--- src/rtl/sto_pkg.sv ---
package sto_pkg;

	// ----------------------------------------------------------------
	// Timing
	// ----------------------------------------------------------------
	localparam int CLK_PERIOD_PS = 4000;
	localparam int T_MS_PS = 1000000000;
	localparam int CYC_PER_MS = T_MS_PS / CLK_PERIOD_PS;
	localparam logic [7:0] T_DISP_OFF_MS = 8'h0A;
	localparam logic [7:0] T_DISP_ON_MS = 8'h14;
	localparam logic [7:0] T_MISMATCH_MS = 8'h64;
	localparam logic [7:0] T_BLINK_MS = 8'hFA;

	// ----------------------------------------------------------------
	// Register map (byte addresses) and fields
	// ----------------------------------------------------------------
	localparam logic [3:0] ADDR_CTRL = 4'h0;
	localparam logic [3:0] ADDR_REL_DLY = 4'h4;
	localparam logic [3:0] ADDR_DROP_DLY = 4'h8;
	localparam logic [3:0] ADDR_STATUS = 4'hC;
	localparam int CTRL_BUS_SEL = 0;
	localparam int CTRL_BUS_EN = 1;
	localparam int CTRL_CLR_FAULT = 2;
	localparam logic [1:0] CTRL_RESET = 2'h0;
	localparam logic [15:0] REL_DLY_RESET = 16'h0000;
	localparam logic [15:0] DROP_DLY_RESET = 16'h0000;
	localparam int ST_STATE = 0;
	localparam int ST_PULSE_FAULT = 5;
	localparam int ST_DRV_FAULT = 6;
	localparam int ST_DISPLAY = 7;
	localparam int ST_SUPPLY = 8;
	localparam int ST_TRIGGER = 9;
	localparam int ST_STAGE_EN = 10;
	localparam int ST_CTRL_EN = 11;

	// ----------------------------------------------------------------
	// Sequencer states
	// ----------------------------------------------------------------
	typedef enum logic [4:0] {
		STO_TORQUE_OFF = 5'b00001,
		STO_READY = 5'b00010,
		STO_RELEASE = 5'b00100,
		STO_RUN = 5'b01000,
		STO_STOPPING = 5'b10000
	} sto_state_t;

	// Saturating millisecond counter step
	function automatic logic [7:0] sto_ms_step(input logic [7:0] c,
		input logic tick);
		sto_ms_step = (tick && c != 8'hFF) ? c + 8'h01 : c;
	endfunction : sto_ms_step

endpackage : sto_pkg

--- src/rtl/sto_interlock.sv ---
// Our own choices: the Avalon-MM register port and the placing of the registers.
`timescale 1ns/1ps

// How it works
// - PWM patterns reach gate drivers only while output-stage enable is active.
// - Relay drive follows the trigger; withdrawing it cuts gate-driver supply.
// - Trigger and sensed supply compared constantly; lasting mismatch flags fault.
// - Driver-voltage fault suppressed whenever the relay trigger is off.
// - Feedback contact is normally closed, open only with supply present.
// - Entering torque-off de-energises the brake output, applying the brake.
// - In normal operation brake release follows the controller enable.
// - Output-stage enable low drives the brake off.
// - Trigger withdrawn switches the brake transistor off directly.
// - Torque-off shows a flashing indication on the display.
// - Feedback contact opens as soon as charged supply is sensed.
// - Indication cleared 10 ms after the feedback contact opens.
// - Controller enable rising edge starts brake release, enables stage internally.
// - Brake released only while the relay trigger is asserted.
// - Controller enable may come from a bus command, chosen by configuration.
// - Zero speed held for configurable delay after release; zero allowed.
// - On stop, after zero speed and drop-out delay, internal enable removed.
// - Feedback contact closes when discharged supply is sensed.
// - Indication returns 20 ms after feedback contact closes.
module sto_interlock
	import sto_pkg::*;
#(
	parameter int MS_CYCLES = CYC_PER_MS
) (
	input wire logic i_core_clk,
	input wire logic i_resetn,
	input wire logic i_output_stage_enable_in,
	input wire logic i_controller_enable_in,
	input wire logic i_relay_trigger,
	input wire logic i_driver_supply_ok,
	input wire logic i_zero_speed,
	input wire logic [5:0] i_pwm,
	input wire logic [3:0] i_address,
	input wire logic i_read,
	input wire logic i_write,
	input wire logic [31:0] i_writedata,
	output logic [31:0] o_readdata,
	output logic o_waitrequest,
	output logic [5:0] o_pwm_gate,
	output logic o_relay_drive,
	output logic o_brake_hw_enable,
	output logic o_brake_release,
	output logic o_feedback_closed,
	output logic o_sto_display,
	output logic o_hold_zero_speed,
	output logic o_stage_enable_int,
	output logic o_pulse_fault,
	output logic o_driver_voltage_fault
);

	// ----------------------------------------------------------------
	// Pin synchronisers
	// ----------------------------------------------------------------
	logic stage_en;
	logic ctrl_en_pin;
	logic trig;
	logic supply;

	sto_sync u_sync_stage (.i_core_clk(i_core_clk), .i_resetn(i_resetn),
		.i_pin(i_output_stage_enable_in), .o_level(stage_en));
	sto_sync u_sync_ctrl (.i_core_clk(i_core_clk), .i_resetn(i_resetn),
		.i_pin(i_controller_enable_in), .o_level(ctrl_en_pin));
	sto_sync u_sync_trig (.i_core_clk(i_core_clk), .i_resetn(i_resetn),
		.i_pin(i_relay_trigger), .o_level(trig));
	sto_sync u_sync_sup (.i_core_clk(i_core_clk), .i_resetn(i_resetn),
		.i_pin(i_driver_supply_ok), .o_level(supply));

	// ----------------------------------------------------------------
	// Register bus slave
	// ----------------------------------------------------------------
	logic ack;
	logic [1:0] ctrl;
	logic [15:0] rel_dly;
	logic [15:0] drop_dly;
	logic pulse_fault;
	logic drv_fault;
	logic disp_on;
	sto_state_t state;
	wire req = (i_read || i_write) && !ack;
	wire wr_ctrl = i_write && ack && i_address == ADDR_CTRL;
	wire wr_rel = i_write && ack && i_address == ADDR_REL_DLY;
	wire wr_drop = i_write && ack && i_address == ADDR_DROP_DLY;
	wire clr_fault = wr_ctrl && i_writedata[CTRL_CLR_FAULT];
	wire [31:0] status_word = {20'h00000, ctrl_en_pin, stage_en, trig,
		supply, disp_on, drv_fault, pulse_fault, state};
	wire [31:0] rd_mux =
		(i_address == ADDR_CTRL) ? {30'h00000000, ctrl} :
		(i_address == ADDR_REL_DLY) ? {16'h0000, rel_dly} :
		(i_address == ADDR_DROP_DLY) ? {16'h0000, drop_dly} :
		(i_address == ADDR_STATUS) ? status_word : 32'h00000000;

	// One wait cycle, then the access completes
	always_ff @(posedge i_core_clk or negedge i_resetn) begin
		if (!i_resetn) begin
			ack <= 1'b0;
			o_waitrequest <= 1'b1;
			o_readdata <= 32'h00000000;
		end else begin
			ack <= req;
			o_waitrequest <= !req;
			if (req && i_read) begin
				o_readdata <= rd_mux;
			end
		end
	end

	// Configuration registers
	always_ff @(posedge i_core_clk or negedge i_resetn) begin
		if (!i_resetn) begin
			ctrl <= CTRL_RESET;
			rel_dly <= REL_DLY_RESET;
			drop_dly <= DROP_DLY_RESET;
		end else begin
			if (wr_ctrl) ctrl <= i_writedata[1:0];
			if (wr_rel) rel_dly <= i_writedata[15:0];
			if (wr_drop) drop_dly <= i_writedata[15:0];
		end
	end

	// ----------------------------------------------------------------
	// Millisecond tick and display blink
	// ----------------------------------------------------------------
	logic [17:0] ms_cnt;
	logic ms_tick;
	logic [7:0] blink_cnt;
	logic blink;
	wire ms_wrap = ms_cnt == 18'(MS_CYCLES - 1);

	always_ff @(posedge i_core_clk or negedge i_resetn) begin
		if (!i_resetn) begin
			ms_cnt <= 18'h00000;
			ms_tick <= 1'b0;
		end else begin
			ms_cnt <= ms_wrap ? 18'h00000 : ms_cnt + 18'h00001;
			ms_tick <= ms_wrap;
		end
	end

	always_ff @(posedge i_core_clk or negedge i_resetn) begin
		if (!i_resetn) begin
			blink_cnt <= 8'h00;
			blink <= 1'b1;
		end else if (ms_tick) begin
			blink_cnt <= (blink_cnt == T_BLINK_MS - 8'h01) ? 8'h00 :
				blink_cnt + 8'h01;
			if (blink_cnt == T_BLINK_MS - 8'h01) blink <= !blink;
		end
	end

	// ----------------------------------------------------------------
	// Display indication timing
	// ----------------------------------------------------------------
	logic [7:0] disp_cnt;
	wire disp_flip_due = disp_on ? (supply && disp_cnt >= T_DISP_OFF_MS) :
		(!supply && disp_cnt >= T_DISP_ON_MS);
	wire disp_settled = disp_on ? !supply : supply;

	// Counts how long the supply differs from the shown indication
	always_ff @(posedge i_core_clk or negedge i_resetn) begin
		if (!i_resetn) begin
			disp_cnt <= 8'h00;
			disp_on <= 1'b1;
		end else if (disp_settled || disp_flip_due) begin
			disp_cnt <= 8'h00;
			if (disp_flip_due) disp_on <= !disp_on;
		end else begin
			disp_cnt <= sto_ms_step(disp_cnt, ms_tick);
		end
	end

	// ----------------------------------------------------------------
	// Plausibility of trigger against sensed supply
	// ----------------------------------------------------------------
	logic [7:0] mis_cnt;
	wire mismatch = trig ^ supply;
	wire mis_expired = mis_cnt >= T_MISMATCH_MS;
	wire running = state inside {STO_RELEASE, STO_RUN, STO_STOPPING};
	wire drv_lost = trig && !supply && running;

	always_ff @(posedge i_core_clk or negedge i_resetn) begin
		if (!i_resetn) begin
			mis_cnt <= 8'h00;
		end else begin
			mis_cnt <= mismatch ? sto_ms_step(mis_cnt, ms_tick) : 8'h00;
		end
	end

	// Sticky faults; a new event wins over a software clear
	always_ff @(posedge i_core_clk or negedge i_resetn) begin
		if (!i_resetn) begin
			pulse_fault <= 1'b0;
			drv_fault <= 1'b0;
		end else begin
			pulse_fault <= mis_expired || (pulse_fault && !clr_fault);
			drv_fault <= drv_lost || (drv_fault && !clr_fault);
		end
	end

	// ----------------------------------------------------------------
	// Enable sequencer
	// ----------------------------------------------------------------
	logic en_d;
	logic [15:0] dly_cnt;
	sto_state_t next_state;
	wire en_eff = ctrl[CTRL_BUS_SEL] ? ctrl[CTRL_BUS_EN] : ctrl_en_pin;
	wire en_rise = en_eff && !en_d;
	wire force_off = !trig || pulse_fault;
	wire rel_done = dly_cnt >= rel_dly;
	wire drop_done = i_zero_speed && dly_cnt >= drop_dly;

	always_comb begin
		next_state = state;
		unique case (state)
			STO_TORQUE_OFF: if (trig && !disp_on && !pulse_fault)
				next_state = STO_READY;
			STO_READY: if (en_rise && stage_en) next_state = STO_RELEASE;
			STO_RELEASE: if (!en_eff) next_state = STO_STOPPING;
				else if (rel_done) next_state = STO_RUN;
			STO_RUN: if (!en_eff) next_state = STO_STOPPING;
			STO_STOPPING: if (drop_done) next_state = STO_READY;
			default: next_state = STO_TORQUE_OFF;
		endcase
		if (force_off) next_state = STO_TORQUE_OFF;
		else if (!stage_en && running) next_state = STO_TORQUE_OFF;
	end

	// State register; reset lands in torque-off
	always_ff @(posedge i_core_clk or negedge i_resetn) begin
		if (!i_resetn) begin
			state <= STO_TORQUE_OFF;
			en_d <= 1'b0;
		end else begin
			state <= next_state;
			en_d <= en_eff;
		end
	end

	// Delay counter in ms, restarted on each state change
	always_ff @(posedge i_core_clk or negedge i_resetn) begin
		if (!i_resetn) begin
			dly_cnt <= 16'h0000;
		end else if (next_state != state) begin
			dly_cnt <= 16'h0000;
		end else if (state == STO_STOPPING && !i_zero_speed) begin
			dly_cnt <= 16'h0000;
		end else if (ms_tick && dly_cnt != 16'hFFFF) begin
			dly_cnt <= dly_cnt + 16'h0001;
		end
	end

	// ----------------------------------------------------------------
	// Output stage, brake, feedback and display drives
	// ----------------------------------------------------------------
	wire stage_int = next_state inside {STO_RELEASE, STO_RUN, STO_STOPPING};
	wire brake_ok = trig && stage_en && en_eff &&
		next_state inside {STO_RELEASE, STO_RUN};

	always_ff @(posedge i_core_clk or negedge i_resetn) begin
		if (!i_resetn) begin
			o_pwm_gate <= 6'h00;
			o_relay_drive <= 1'b0;
			o_brake_hw_enable <= 1'b0;
			o_brake_release <= 1'b0;
			o_feedback_closed <= 1'b1;
			o_sto_display <= 1'b0;
			o_hold_zero_speed <= 1'b0;
			o_stage_enable_int <= 1'b0;
			o_pulse_fault <= 1'b0;
			o_driver_voltage_fault <= 1'b0;
		end else begin
			o_pwm_gate <= (stage_en && stage_int) ? i_pwm : 6'h00;
			o_relay_drive <= trig;
			o_brake_hw_enable <= trig;
			o_brake_release <= brake_ok;
			o_feedback_closed <= !supply;
			o_sto_display <= disp_on && blink;
			o_hold_zero_speed <= next_state inside {STO_RELEASE, STO_STOPPING};
			o_stage_enable_int <= stage_int;
			o_pulse_fault <= pulse_fault;
			o_driver_voltage_fault <= drv_fault;
		end
	end
endmodule : sto_interlock

--- src/rtl/sto_sync.sv ---
`timescale 1ns/1ps

// Three-stage pin synchroniser; output moves once stages two and three agree
module sto_sync (
	input wire logic i_core_clk,
	input wire logic i_resetn,
	input wire logic i_pin,
	output logic o_level
);
	logic ff1;
	logic ff2;
	logic ff3;

	// ----------------------------------------------------------------
	// Sampling chain
	// ----------------------------------------------------------------
	always_ff @(posedge i_core_clk or negedge i_resetn) begin
		if (!i_resetn) begin
			ff1 <= 1'b0;
			ff2 <= 1'b0;
			ff3 <= 1'b0;
			o_level <= 1'b0;
		end else begin
			ff1 <= i_pin;
			ff2 <= ff1;
			ff3 <= ff2;
			if (ff2 == ff3) begin
				o_level <= ff3;
			end
		end
	end

endmodule : sto_sync

--- config.mk ---
export PLATFORM = sky130hd
export DESIGN_NAME = sto_interlock
export DESIGN_NICKNAME = d
export VERILOG_FILES = /design/src/rtl/sto_pkg.sv /design/src/rtl/sto_interlock.sv /design/src/rtl/sto_sync.sv
export SDC_FILE = /design/constraint.sdc
export NUM_CORES = 1
export LEC_CHECK = 0
export BUFFER_PORTS_ARGS = -buffer_cell sky130_fd_sc_hd__buf_4
export CAP_MARGIN = 0
export CELL_PAD_IN_SITES_DETAIL_PLACEMENT = 0
export CELL_PAD_IN_SITES_GLOBAL_PLACEMENT = 1
export CORE_AREA = 2 2 125 127
export CTS_BUF_LIST = sky130_fd_sc_hd__clkbuf_4
export CTS_CLUSTER_SIZE = 28
export DETAILED_ROUTE_END_ITERATION = 6
export DIE_AREA = 0 0 127 129
export GPL_ROUTABILITY_DRIVEN = 0
export PLACE_DENSITY_LB_ADDON = 0.1
export SYNTH_ARGS = -nofsm -noshare
export SYNTH_HDL_FRONTEND = slang
export SYNTH_SLANG_ARGS = --single-unit
--- constraint.sdc ---
create_clock -name i_core_clk -period 7.6 [get_ports i_core_clk]
set_clock_uncertainty 0.1 [all_clocks]
set_input_delay 1.52 -clock i_core_clk [delete_from_list [all_inputs] [get_ports i_core_clk]]
set_output_delay 1.52 -clock i_core_clk [all_outputs]
set_load 0.03 [all_outputs]
==> summary.txt <==
Yosys
  – #FFs+latches synth: 151
  – Cells after synthesis: about 750
  – Post-synthesis mux area share: 0.894%
  – Synth area leaders: dfrtp_1 (49%), ha_1 (6.9%), nand2_1 (5.0%)
  – Post-synth EDFFs: 0
  – Synth cell types: 64
  – Post-Synth XOR/XNOR Area: 5.32%
  – Yosys top cell by area: dfrtp_1
  – Syn Area/Cell: 9.83 sq um
  – Largest family of logic cells by synthesized area: simple AND/OR/NAND/NOR gates
  – Adder-cell share of the synthesized area: under 10%
  – Share of Yosys cell area claimed by the top area cell type: about half
  – Synth warn: 0
  – Register area share after synthesis: 51.0%
  – Main synth FF type: dfrtp_1
  – Compound-Gate Fraction of Synth Area: 11.4%
  – Fraction of registers with async set/reset: 100%
  – Post-synthesis simple-gate area fraction: 18.3%
  – Syn Std Cell Area: 7410 sq um

Route
  – DRT iter0 DRCs: 288
  – DRT antenna net count: 0
  – Routed len/inst: 15.3 um
  – Pre-antenna DRT Iters: 5
  – Post-route DRC violation count: 0
  – DR vias/cell: 5.32
  – Final wirelength: roughly 16000 um
  – Vias: 5425

Final layout
  – Commonest non-fill, non-tap cell in the layout: dfrtp_1
  – Area of the multi-input gates: 3300 sq um
  – Final layout net count: 910
  – # fillers: 1370
  – Area delta synth->final: 11.5%
  – Share of cells above drive strength 1: 14.4%
  – Flip-flop and latch area: 3780 sq um
  – Finished Core Util: between 50% and 60%
  – Commonest cells after routing, fill and taps aside: dfrtp_1 (146), nand2_1 (99), nor2_1 (74), buf_4 (68), o21ai_0 (59)

Timing
  – Hold_ws: 0.264 ns
  – Fin crit period: around 3.4 ns
  – Finish-stage setup viols: 0
  – Post-route clock period utilization: 45.1%
  – Actual slew at the worst max-slew pin: 1.13 ns
  – Setup TNS Final: 0 ns
  – Slew margin rel.: 23.9%
  – Fmax: roughly 290 MHz
  – Final-report max-slew violation count: 0
  – RSZ-0062 raised after global routing: no
  – Fin. Hold Viols: 0

Floorplan
  – Die width: 127 um
  – Num ports: 99
  – Die Y: 129 um
  – Starting density of the core: 49.5%
  – Core ar.: 15000 sq um
  – Row cnt: 45
  – Die area: approximately 16000 sq um

Worst setup path
  – Crit path required time: 7.96 ns
  – Largest stage delay, worst path: around 0.90 ns
  – FF-to-FF Start: dly_cnt[0]$_DFFE_PN0P_
  – FF-to-FF path depth: 10
  – CP Buf/Inv Count: 2
  – Most frequent CP cell: buf_4
  – Slowest CP cell: and3_1
  – Crit Path Class: in -> reg
  – R2r setup slk: 4.22 ns
  – WP data arrival: 3.78 ns
  – Critical path depth in cells: 6
  – Worst flop-to-flop path endpoint: dly_cnt[14]$_DFFE_PN0P_
  – Setup crit start kind: input port
  – Worst setup EP type: flip-flop
  – CP cell instances: buf_4 > nor3b_1 > buf_4 > and2_0 > and3_1 > mux2_2
  – Crit path max-delay family: simple AND/OR/NAND/NOR gates
  – CP Max Fanout: 31

CTS
  – CTS Buffer Depth: 2
  – Post-CTS Resized: 0
  – Setup bufs post-CTS: 0
  – Clk root buf: clkbuf_4
  – H-tree levels: 4
  – Total CTS buffers: 17
  – Clk_lat worst skew: between 0.5 and 0.6 ns
  – Clk slew on worst S/H paths: 0.13 ns
  – Cts hold-fix bufs: 0
  – # clock sinks: roughly 150
  – CTS tree: built

Job
  – MaxCap Viol Count: 0

Global route
  – Global Route Usage Sum: 20.3%
  – Number of global-route vias before repair: 5236
  – Met3 Usage GRT: 4.41%
  – Total grt overflow: 0
  – Routing usage on met1: 27.6%
  – First-pass GRT wire length: 26000 um
  – GR peak layer: met2
  – Antenna violations before repair: 1
  – M2 GR Usage: 32.6%
  – Largest net degree at the start of global routing: 84

Worst hold path
  – Hold Path Origin: u_sync_trig.ff1$_DFF_PN0_
  – Sink of the worst hold path: u_sync_trig.ff2$_DFF_PN0_
  – Hold Path Depth: 0
  – Hold Path Class: reg -> reg

Status
  – Status: finished clean

Power and ir drop
  – Part of the power in the clock network: 27.1%
  – Comb power frac: 18.1%
  – Sequential share of power: 54.8%
  – Final Power: roughly 1.7 mW
  – Internal power: 1.15 mW
  – Leak: ~4 nW
  – P_sw: 551 uW
  – Switching Share: 32.3%
  – VDD IR max: between 0.1 and 0.15 mV
  – Power per Cell Area: 206 nW/um^2

Placed design
  – DP HPWL: 11400 um
  – IO Port Bufs: 66
==> worst max path at each step <==
stage / startpoint / end / slack [ns]
final: i_address[1] / rel_dly[0]$_DFFE_PN0P_ / 4.17
after global routing: dly_cnt[0]$_DFFE_PN0P_ / dly_cnt[14]$_DFFE_PN0P_ / 3.90
after CTS: dly_cnt[0]$_DFFE_PN0P_ / dly_cnt[14]$_DFFE_PN0P_ / 4.15
after detailed placement: i_address[1] / rel_dly[0]$_DFFE_PN0P_ / 3.63
after global placement: i_address[1] / rel_dly[0]$_DFFE_PN0P_ / 3.66
after floorplan: i_address[3] / drop_dly[11]$_DFFE_PN0P_ / 4.46
==> power groups by stage <==
stage	Sequential (mW)	Combinational (mW)	Clock [mW]
floorplan	0.966	0.184	0
global placement	0.947	0.303	0
detailed placement	0.950	0.311	0
CTS	0.935	0.313	0.478
global route	0.944	0.349	0.515
finish	0.935	0.309	0.462
==> Yosys cell counts (3+ instances only) <==
| library cell | number |
|---|---|
| buf_4 | 18 |
| nor3_1 | 8 |
| xnor2_1 | 17 |
| mux2_2 | 5 |
| and3_1 | 15 |
| xor2_1 | 28 |
| a2111oi_0 | 3 |
| clkbuf_1 | 19 |
| dfrtp_1 | 146 |
| a21boi_0 | 8 |
| or2_2 | 4 |
| nor2_1 | 74 |
| and2_1 | 8 |
| maj3_1 | 4 |
| o21ai_0 | 59 |
| dfstp_2 | 5 |
| ha_1 | 41 |
| o41ai_1 | 11 |
| nor2b_1 | 4 |
| nand3_1 | 19 |
| nand4_1 | 18 |
| nand2b_1 | 6 |
| or4_1 | 4 |
| a21oi_1 | 22 |
| o21a_1 | 3 |
| nand2_1 | 99 |
| a211oi_1 | 3 |
| a22oi_1 | 7 |
| a21o_1 | 3 |
| or3_1 | 3 |
| inv_1 | 45 |
| and4_1 | 4 |
==> per-stage QoR <==
step | area (sq um) | cells | setup slack (ns)
after CTS | 8260 | 1019 | 4.15
final | 8270 | 1020 | 4.17
after detailed placement | 8010 | 987 | 3.63
after global routing | 8270 | 1020 | 3.90
after floorplan | 7480 | 772 | 4.46
after global placement | 8010 | 987 | 3.66
==> cell type report <==
class | count | share of cell area, %
antenna | 1 | 0.0303
clock buffer | 17 | 1.54
clock inverter | 15 | 1.53
inverter | 45 | 2.04
multi-input combinational | 534 | 39.9
sequential | 151 | 45.8
tap | 188 | 2.85
timing repair buffer | 69 | 6.31
==> state kept, by name, indices dropped and copies added (netlist names), 2 cells and up <==
| register | count |
|---|---|
| rel_dly | 16 |
| dly_cnt | 16 |
| disp_cnt | 8 |
| state | 5 |
| ms_cnt | 18 |
| o_pwm_gate | 6 |
| ctrl | 2 |
| mis_cnt | 8 |
| o_readdata | 16 |
| drop_dly | 16 |
| blink_cnt | 8 |
==> per-layer routing <==
layer  up-vias  part of all wire [%]
met3        16                   3.8
met5         -                     0
met2       104                    46
li1       2675                     -
met4         0                   1.8
met1      2630                    48
==> kinds of logic after synthesis <==
group,Yosys count
buffers and inverters,87
XOR/XNOR,45
flip-flops,151
AND/OR/NAND/NOR,283
AO/OA/AOI/OAI,136
multiplexers,6
other,1
adder cells (fa/ha/maj),45
Power figures use the tool's default switching activity.
